`src/hcs_pkg.sv`:
```
// shared constants, types and helpers for the hall commutation and speed unit
package hcs_pkg;

	localparam int HALL_W = 3;
	localparam int SEC_W = 3;
	localparam int CNT_W = 16;
	localparam int DUTY_W = 12;
	localparam int VCMD_W = 13;
	localparam int SIN_W = 12;
	localparam int ANG_W = 16;
	localparam int NUM_W = 32;

	// codes that carry no sector meaning, per sensor spacing
	localparam logic [2:0] BAD120_A = 3'h7;
	localparam logic [2:0] BAD120_B = 3'h0;
	localparam logic [2:0] BAD60_A = 3'h2;
	localparam logic [2:0] BAD60_B = 3'h5;

	localparam logic [2:0] SEC_COUNT = 3'h6;
	localparam logic [2:0] SEC_FWD = 3'h1;
	localparam logic [2:0] SEC_REV = 3'h5;
	localparam logic [2:0] LAG_120 = 3'h4;
	localparam logic [2:0] LAG_240 = 3'h2;

	// angle units: a full electrical turn is 2**ANG_W
	localparam logic [ANG_W-1:0] ANG_STEP = 16'h2AAB;
	localparam logic [ANG_W-1:0] ANG_HALF = 16'h1555;
	localparam logic [ANG_W-1:0] ANG_120 = 16'h5555;
	localparam logic [ANG_W-1:0] ANG_240 = 16'hAAAB;

	localparam logic [CNT_W-1:0] CNT_MAX = 16'hFFFF;
	localparam logic [DUTY_W-1:0] DUTY_MID = 12'h800;
	localparam int VCMD_SHIFT = 12;
	localparam logic [SIN_W-1:0] SIN_PEAK = 12'h7FF;

	// first quadrant of the sine, 16 points
	localparam logic [SIN_W-1:0] SIN_QTR [16] = '{
		12'h000, 12'h0C9, 12'h18F, 12'h252, 12'h30F, 12'h3C5, 12'h471, 12'h513,
		12'h5AB, 12'h62E, 12'h6A6, 12'h70D, 12'h763, 12'h7A7, 12'h7D8, 12'h7F5};

	typedef enum logic [1:0] {
		HCS_OFF = 2'b00,
		HCS_POS = 2'b01,
		HCS_NEG = 2'b10
	} hcs_drive_t;

	typedef enum logic {
		HCS_DIV_IDLE = 1'b0,
		HCS_DIV_RUN = 1'b1
	} hcs_div_state_t;

	// one bridge leg: gate enables and the duty for the high side
	typedef struct packed {
		logic hi_on;
		logic lo_on;
		logic [DUTY_W-1:0] duty;
	} hcs_phase_t;

	// sector sum modulo six, both inputs below twelve in total
	function automatic logic [SEC_W-1:0] hcs_mod6(input logic [SEC_W-1:0] a, input logic [SEC_W-1:0] b);
		logic [SEC_W:0] s;
		s = {1'b0, a} + {1'b0, b};
		if (s >= {1'b0, SEC_COUNT}) begin
			s = s - {1'b0, SEC_COUNT};
		end
		return s[SEC_W-1:0];
	endfunction

	// signed sine of the top six bits of an angle
	function automatic logic signed [SIN_W-1:0] hcs_sine(input logic [ANG_W-1:0] ang);
		logic [1:0] quad;
		logic [4:0] idx;
		logic [SIN_W-1:0] mag;
		quad = ang[ANG_W-1 -: 2];
		idx = quad[0] ? (5'h10 - {1'b0, ang[ANG_W-3 -: 4]}) : {1'b0, ang[ANG_W-3 -: 4]};
		mag = idx[4] ? SIN_PEAK : SIN_QTR[idx[3:0]];
		return quad[1] ? -$signed(mag) : $signed(mag);
	endfunction

endpackage

```
`src/hcs_div.sv`:
```
// sequential restoring divider, one quotient bit per enabled cycle
`timescale 1ns/1ps
`default_nettype none
module hcs_div import hcs_pkg::*; #(
	parameter int N_W = 32,
	parameter int D_W = 16
) (
	input wire logic clk_i, // system clock
	input wire logic rst_i, // synchronous reset, high
	input wire logic ce_i, // clock enable
	input wire logic start_i, // load operands, restarts any running divide
	input wire logic [N_W-1:0] num_i, // dividend
	input wire logic [D_W-1:0] den_i, // divisor, zero yields zero
	output logic done_o, // one-cycle pulse with a fresh quotient
	output logic [N_W-1:0] quo_o // quotient
);

	localparam int C_W = $clog2(N_W + 1);

	generate
		if (N_W < D_W || D_W < 2) begin : g_bad
			$error("hcs_div: dividend must be at least as wide as divisor");
		end
	endgenerate

	hcs_div_state_t state;
	logic [N_W-1:0] quo;
	logic [D_W-1:0] rem;
	logic [D_W-1:0] den;
	logic [C_W-1:0] cnt;
	logic [D_W:0] shifted;

	assign shifted = {rem, quo[N_W-1]};

	// iterate; a new start always wins over the running divide
	always_ff @(posedge clk_i) begin
		if (rst_i) begin
			state <= HCS_DIV_IDLE;
			quo <= '0;
			rem <= '0;
			den <= '0;
			cnt <= '0;
			done_o <= 1'b0;
			quo_o <= '0;
		end else if (ce_i) begin
			done_o <= 1'b0;
			if (start_i) begin
				quo <= num_i;
				rem <= '0;
				den <= den_i;
				cnt <= C_W'(N_W);
				if (den_i == '0) begin
					// divide by zero is never run: report zero at once
					quo_o <= '0;
					done_o <= 1'b1;
					state <= HCS_DIV_IDLE;
				end else begin
					state <= HCS_DIV_RUN;
				end
			end else begin
				case (state)
					HCS_DIV_IDLE: begin
						state <= HCS_DIV_IDLE;
					end
					HCS_DIV_RUN: begin
						if (shifted >= {1'b0, den}) begin
							rem <= D_W'(shifted - {1'b0, den});
							quo <= {quo[N_W-2:0], 1'b1};
						end else begin
							rem <= shifted[D_W-1:0];
							quo <= {quo[N_W-2:0], 1'b0};
						end
						cnt <= cnt - C_W'(1);
						if (cnt == C_W'(1)) begin
							quo_o <= {quo[N_W-2:0], shifted >= {1'b0, den}};
							done_o <= 1'b1;
							state <= HCS_DIV_IDLE;
						end
					end
					default: begin
						state <= HCS_DIV_IDLE;
					end
				endcase
			end
		end
	end

endmodule
`default_nettype wire

```
`src/hcs_top.sv`:
```
// hall decode, interval timing, speed and bridge drive for a brushless motor
//
// What this block does
// - with 120-degree sensors, codes 111 and 000 are invalid and raise a sensor fault.
// - with the 60-degree option, 111 and 000 are valid sectors and 010 and 101 are the invalid codes.
// - each valid code maps to one 60-degree sector whose centre angle is 30 degrees plus 60 per sector.
// - direction comes from the order of code changes, and a reversal marks oscillation and rejects that speed.
// - a 16-bit timer counts cycles between transitions, captured and restarted at each one.
// - speed is a programmable constant divided by the captured interval.
// - every accepted transition not followed by another step or a fault before its divide ends yields a speed update, six per electrical turn.
// - in six-step mode each sector drives one phase high, one low and leaves one undriven.
// - each phase runs positive two sectors, off one, negative two, off one.
// - the six-step pattern changes at the hall transitions.
// - in six-step mode one duty value sets the amplitude of the driven phase.
// - in sinusoidal mode the angle indexes a sine table for three phases 120 degrees apart.
// - in sinusoidal mode each sine value is scaled by the voltage command to form the duty.
`timescale 1ns/1ps
`default_nettype none
module hcs_top import hcs_pkg::*; #(
	parameter int SPD_W = NUM_W
) (
	input wire logic clk_i, // 250 MHz system clock
	input wire logic rst_i, // synchronous reset, high
	input wire logic ce_i, // clock enable, low freezes all state
	input wire logic [HALL_W-1:0] hall_i, // hall sensor pins, asynchronous
	input wire logic hall60_i, // high: sensors spaced 60 degrees
	input wire logic sine_mode_i, // high: sinusoidal drive, low: six-step
	input wire logic [SPD_W-1:0] speed_const_i, // dividend for the speed
	input wire logic [DUTY_W-1:0] duty_i, // six-step amplitude
	input wire logic [VCMD_W-1:0] vcmd_i, // voltage command, 0 to 4096
	input wire logic [ANG_W-1:0] angle_i, // high-resolution angle
	output hcs_phase_t [2:0] bridge_o, // legs u, v, w
	output logic [SEC_W-1:0] sector_o, // current sector 0 to 5
	output logic [ANG_W-1:0] sector_angle_o, // centre angle of the sector
	output logic fault_o, // current code is invalid
	output logic dir_rev_o, // last step was reverse
	output logic osc_o, // last step reversed direction
	output logic stall_o, // interval timer saturated
	output logic [CNT_W-1:0] interval_o, // last captured interval
	output logic [SPD_W-1:0] speed_o, // measured speed
	output logic speed_upd_o // one-cycle pulse on a new speed
);

	generate
		if (SPD_W < CNT_W) begin : g_bad
			$error("hcs_top: speed width below interval width");
		end
	endgenerate

	logic [HALL_W-1:0] hall_s1;
	logic [HALL_W-1:0] hall_s2;
	logic [HALL_W-1:0] hall_q;
	logic [1:0] fill;
	logic primed;
	logic code_bad;
	logic [SEC_W-1:0] code_sec;
	logic changed;
	logic [SEC_W-1:0] step;
	logic prev_valid;
	logic [CNT_W-1:0] cnt;
	logic div_start;
	logic [CNT_W-1:0] div_den;
	logic div_done;
	logic [SPD_W-1:0] div_quo;
	logic pending;
	logic [ANG_W-1:0] ang_v;
	logic [ANG_W-1:0] ang_w;

	// two-stage synchroniser; only the second stage feeds logic
	// fill marks when the second stage holds real pin data rather than its cleared 000
	always_ff @(posedge clk_i) begin
		if (rst_i) begin
			hall_s1 <= '0;
			hall_s2 <= '0;
			fill <= '0;
		end else if (ce_i) begin
			hall_s1 <= hall_i;
			hall_s2 <= hall_s1;
			fill <= {fill[0], 1'b1};
		end
	end

	// validity and sector of the synchronised code
	always_comb begin
		if (hall60_i) begin
			code_bad = (hall_s2 == BAD60_A) || (hall_s2 == BAD60_B);
		end else begin
			code_bad = (hall_s2 == BAD120_A) || (hall_s2 == BAD120_B);
		end
		code_sec = '0;
		if (hall60_i) begin
			case (hall_s2)
				3'h0: code_sec = 3'h0;
				3'h1: code_sec = 3'h1;
				3'h3: code_sec = 3'h2;
				3'h7: code_sec = 3'h3;
				3'h6: code_sec = 3'h4;
				3'h4: code_sec = 3'h5;
				default: code_sec = '0;
			endcase
		end else begin
			case (hall_s2)
				3'h5: code_sec = 3'h0;
				3'h4: code_sec = 3'h1;
				3'h6: code_sec = 3'h2;
				3'h2: code_sec = 3'h3;
				3'h3: code_sec = 3'h4;
				3'h1: code_sec = 3'h5;
				default: code_sec = '0;
			endcase
		end
	end

	// a change is only seen once the previous code has been taken after reset
	assign changed = primed && (hall_s2 != hall_q);
	assign step = hcs_mod6(code_sec, SEC_COUNT - sector_o);

	// sector tracking, fault flag and direction
	// held off until the synchroniser is filled, else the cleared 000 would read as a fault and a step
	always_ff @(posedge clk_i) begin
		if (rst_i) begin
			hall_q <= '0;
			primed <= 1'b0;
			prev_valid <= 1'b0;
			sector_o <= '0;
			sector_angle_o <= ANG_HALF;
			fault_o <= 1'b0;
			dir_rev_o <= 1'b0;
			osc_o <= 1'b0;
		end else if (ce_i && fill[1]) begin
			hall_q <= hall_s2;
			primed <= 1'b1;
			fault_o <= code_bad;
			if (!primed || changed) begin
				prev_valid <= !code_bad;
				if (!code_bad) begin
					sector_o <= code_sec;
					sector_angle_o <= ANG_W'(code_sec * ANG_STEP) + ANG_HALF;
				end
				if (changed && prev_valid && !code_bad && (step == SEC_FWD || step == SEC_REV)) begin
					dir_rev_o <= (step == SEC_REV);
					osc_o <= (step == SEC_REV) != dir_rev_o;
				end
			end
		end
	end

	// interval timer; saturation stops it so an idle motor never wraps to a false speed
	always_ff @(posedge clk_i) begin
		if (rst_i) begin
			cnt <= '0;
			interval_o <= CNT_MAX;
			stall_o <= 1'b1;
			div_start <= 1'b0;
			div_den <= '0;
		end else if (ce_i) begin
			div_start <= 1'b0;
			if (changed) begin
				cnt <= '0;
				interval_o <= cnt;
				stall_o <= 1'b0;
				if (prev_valid && !code_bad && (step == SEC_FWD || step == SEC_REV)
					&& ((step == SEC_REV) == dir_rev_o) && cnt != CNT_MAX) begin
					div_start <= 1'b1;
					div_den <= cnt;
				end
			end else if (cnt == CNT_MAX) begin
				stall_o <= 1'b1;
				interval_o <= CNT_MAX;
			end else begin
				cnt <= cnt + CNT_W'(1);
			end
		end
	end

	hcs_div #(
		.N_W(SPD_W),
		.D_W(CNT_W)
	) u_div (
		.clk_i(clk_i),
		.rst_i(rst_i),
		.ce_i(ce_i),
		.start_i(div_start),
		.num_i(speed_const_i),
		.den_i(div_den),
		.done_o(div_done),
		.quo_o(div_quo)
	);

	// speed register; stall, fault and oscillation force zero and drop a pending result
	always_ff @(posedge clk_i) begin
		if (rst_i) begin
			speed_o <= '0;
			speed_upd_o <= 1'b0;
			pending <= 1'b0;
		end else if (ce_i) begin
			speed_upd_o <= 1'b0;
			if (div_start) begin
				pending <= 1'b1;
			end else if (div_done) begin
				pending <= 1'b0;
			end
			if (cnt == CNT_MAX || code_bad) begin
				speed_o <= '0;
				pending <= 1'b0;
			end else if (changed && prev_valid && !code_bad && (step == SEC_FWD || step == SEC_REV)
				&& ((step == SEC_REV) != dir_rev_o)) begin
				speed_o <= '0;
				pending <= 1'b0;
			end else if (div_done && pending && !div_start) begin
				speed_o <= div_quo;
				speed_upd_o <= 1'b1;
			end
		end
	end

	assign ang_v = angle_i - ANG_120;
	assign ang_w = angle_i - ANG_240;

	// bridge drive per leg; legs v and w lag u by 120 and 240 degrees
	always_ff @(posedge clk_i) begin
		if (rst_i) begin
			bridge_o <= '0;
		end else if (ce_i) begin
			for (int k = 0; k < 3; k++) begin
				logic [SEC_W-1:0] pos;
				logic [ANG_W-1:0] ang;
				logic signed [SIN_W+VCMD_W:0] prod;
				hcs_drive_t drv;
				pos = hcs_mod6(sector_o, (k == 0) ? 3'h0 : (k == 1) ? LAG_120 : LAG_240);
				ang = (k == 0) ? angle_i : (k == 1) ? ang_v : ang_w;
				// two on, one off, two negative, one off
				drv = (pos < 3'h2) ? HCS_POS : (pos == 3'h2 || pos == 3'h5) ? HCS_OFF : HCS_NEG;
				prod = hcs_sine(ang) * $signed({1'b0, vcmd_i});
				if (sine_mode_i) begin
					bridge_o[k].hi_on <= 1'b1;
					bridge_o[k].lo_on <= 1'b1;
					bridge_o[k].duty <= DUTY_W'(prod >>> VCMD_SHIFT) + DUTY_MID;
				end else if (fault_o) begin
					// an invalid code gives no sector, so the bridge is released
					bridge_o[k] <= '0;
				end else begin
					// one high with duty, one low, one open
					bridge_o[k].hi_on <= (drv == HCS_POS);
					bridge_o[k].lo_on <= (drv == HCS_NEG);
					bridge_o[k].duty <= (drv == HCS_POS) ? duty_i : '0;
				end
			end
		end
	end

endmodule
`default_nettype wire

```
`config.mk`:
```
export PLATFORM = sky130hd
export DESIGN_NAME = hcs_top
export DESIGN_NICKNAME = d
export VERILOG_FILES = /design/src/hcs_pkg.sv /design/src/hcs_div.sv /design/src/hcs_top.sv
export SDC_FILE = /design/constraint.sdc
export NUM_CORES = 2
export LEC_CHECK = 0
export BUFFER_PORTS_ARGS = -buffer_cell sky130_fd_sc_hd__buf_2
export CORE_ASPECT_RATIO = 0.7
export CORE_MARGIN = 4
export CORE_UTILIZATION = 44
export DETAILED_ROUTE_END_ITERATION = 8
export PLACE_DENSITY = 0.64
export RECOVER_POWER = 50
export SETUP_SLACK_MARGIN = 0.1
export SYNTH_ARGS = -nofsm -noshare
export SYNTH_HDL_FRONTEND = slang
export SYNTH_SLANG_ARGS = --single-unit
```
`constraint.sdc`:
```
create_clock -name clk_i -period 12.45 [get_ports clk_i]
set_input_delay 1.8675 -clock clk_i [delete_from_list [all_inputs] [get_ports clk_i]]
set_output_delay 1.8675 -clock clk_i [all_outputs]
set_load 0.03 [all_outputs]
```
==> metrics.md <==
| Metric | Value |
|---|---|
| Setup TNS | 0 ns |
| Post-CTS Resized | 0 |
| Slew Limit Fails | roughly 150 |
| Filler Cells Inserted | 6,436 |
| Worst Hold Class | register to register |
| Initial Util | between 40% and 50% |
| Crit. End Element | register |
| Non-filler instance count after layout | 4,472 |
| Relative slew slack | -134% |
| Die ar. | 0.0697 mm^2 |
| Vias in the first global route | 22.8k |
| Final period util | between 90% and 100% |
| Row count | 78 |
| Ys async rst share | 0% |
| Failing checks | max-capacitance violations, max-slew violations |
| Share of layout cells above drive strength 1 | 6.25% |
| Largest net degree at the start of global routing | 96 |
| Drt pass-1 iters | 5 |
| Worst hold path depth | 2 |
| CP Data Arrival Time | 11.99 ns |
| Synthesized area | a little under 0.03 mm^2 |
| Hold Slack | 0.446 ns |
| Worst setup SP type | primary input |
| Dpl ws | around 0.46 ns |
| Most frequent cells in the layout | inv_1 (500), nand2_1 (435), fa_1 (329), nor2_1 (310), ha_1 (267) |
| Top FF cell, synth | dfxtp_1 |
| DP HPWL | 57,700 um |
| CP Class | primary input to register |
| Hold Buf Count CTS | 0 |
| Max clock buf depth | 3 |
| Highest net fanout along the worst path | 16 |
| Synth unique cells | 83 |
| GRT overflow | 0 |
| Final Skew | 0.0227 ns |
| Die X | 314 um |
| Post-Syn Nets | 4,163 |
| First-pass GRT wire length | roughly 120,000 um |
| Slowest CP cell | nor2_1 |
| Routed vias | 23.5k |
| Chip height | approximately 220 um |
| PnR worst setup slack | between 0.8 and 0.9 ns |
| Root buf cell | clkbuf_16 |
| Final hold vios | 0 |
| Post-synth EDFFs | 0 |
| Syn avg cell area | 8.27 um^2 |
| Slowest Stage Delay on Critical Path | between 0.6 and 0.7 ns |
| Total Wirelength | 74,700 um |
| R2R Setup Slk | ~7.5 ns |
| Remaining DRCs | 0 |
| Gpl congestion | around 0.9 |
| Worst skew pair latency | 0.54 ns |
| Placed Cells | ~4.4k |
| Fmax | 86.5 MHz |
| Max-Cap Viols | 2 |
| Yosys reg bits | 264 |
| H-tree levels | 1 |
| RSZ-0062 raised after global routing | no |
| Reg2reg path depth | 15 |
| Port buffer count | approximately 190 |
| Most common cell after layout, fill and taps aside | inv_1 |
| Final worst path period need | 11.56 ns |
| Postcts setup bufs | 0 |
| Mapped Cells | between 3k and 4k |
| I/O Pins | 195 |
| Tightest Pin Transition | 3.52 ns |
| Worst path required time | 12.88 ns |
| Final count of negative-setup-slack endpoints | 0 |
| Final #Nets | 4,247 |
| Vias per inst | 5.25 |
| Syn-to-layout area delta | 8.43% |
| Final ANT Viol Nets | 0 |
| Sink Count | about 260 |
| Status | finished, violations left |
| Wire per inst | between 15 and 20 um |
| Clock slew at reported path FFs | 0.08 ns |
| TritonCTS Buffers | 22 |
| TritonCTS clock tree | built |
| Drt initial violations | 1,885 |
| Seq/Total Area, Yosys | 18.3% |
| Initial antenna violation count | 7 |
| GRT Total Usage | 21.5% |
| Core area | between 0.06 and 0.07 mm^2 |
| Synth Warn # | 0 |
[Yosys cell counts, drive strengths merged (21+ instances only)]
cell,count,area (um^2)
dfxtp,264,5290
buf,38,166
nand2b,37,231
clkbuf,149,561
mux2i,81,811
nand3,58,290
a211oi,61,490
nor3,88,440
nor2b,50,313
a21oi,120,601
a22oi,38,285
nor2,314,1180
ha,267,3340
a21o,21,158
o22ai,26,163
fa,329,6590
nand2,436,1640
and2,151,945
inv,501,1880
xnor2,78,683
xor2,37,324
o21ai,93,477
[cell type report]
class                      instances  area (um^2)  area share (%)
antenna                            6         15.0          0.0480
clock buffer                      25          582            1.86
clock inverter                    15          208           0.664
inverter                         503         1890            6.04
multi-input combinational       2532        21000            67.0
sequential                       264         5290            16.9
tap                              880         1100            3.52
timing repair buffer             247         1220            3.91
[final timing paths]
kind | startpoint | to
min reg2reg | sector_angle_o[12]$_SDFFE_PP1P_ | sector_angle_o[12]$_SDFFE_PP1P_
min | sector_angle_o[12]$_SDFFE_PP1P_ | sector_angle_o[12]$_SDFFE_PP1P_
max | angle_i[11] | bridge_o[25]$_SDFFE_PP0P_
max reg2reg | hall_s2[2]$_SDFFE_PP0P_ | speed_o[27]$_SDFFE_PP0P_
[kinds of logic (layout without fill, tap and decap cells)]
| group | after synthesis | after routing | synth area share, % |
|---|---|---|---|
| buffers and inverters | 690 | 790 | 9.07 |
| XOR/XNOR | 115 | 115 | 3.49 |
| AO/OA/AOI/OAI | 508 | 508 | 11.9 |
| multiplexers | 90 | 90 | 3.20 |
| flip-flops | 264 | 264 | 18.3 |
| AND/OR/NAND/NOR | 1223 | 1223 | 19.6 |
| adder cells (fa/ha/maj) | 596 | 596 | 34.4 |
| other | 0 | 6 | 0 |
[flip-flops by register name (all words and copies together) (netlist names), 2 cells and up]
| register | cells |
|---|---|
| bridge_o | 42 |
| speed_o | 32 |
| u_div.quo | 32 |
| u_div.quo_o | 32 |
| cnt | 16 |
| div_den | 16 |
| interval_o | 16 |
| u_div.den | 16 |
| u_div.rem | 16 |
| sector_angle_o | 15 |
| u_div.cnt | 6 |
| hall_q | 3 |
| hall_s1 | 3 |
| hall_s2 | 3 |
| sector_o | 3 |
| fill | 2 |
[per-stage QoR]
stage | utilization [%] | cell area (um^2)
2_1_floorplan | - | 28800
3_3_place_gp | 47.2 | 30600
3_5_place_dp | 47.2 | 30600
4_1_cts | 48.5 | 31400
5_1_grt | 48.2 | 31300
6_report | 48.2 | 31300
[worst max-delay path: cells and delay by family]
family	cells	cell delay [ns]
simple gates	7	1.85
compound gates	15	3.59
fa+ha+maj	9	3.88
buf+inv	6	0.80
[per-layer routing]
layer	track usage, %	wire [um]
met1	32.5	36400
met2	32.8	32400
met3	3.52	4710
met4	3.34	1200
met5	0	0
Power is not shown: default switching activity piles up to over one toggle a cycle in this logic, so the estimate is an artifact.
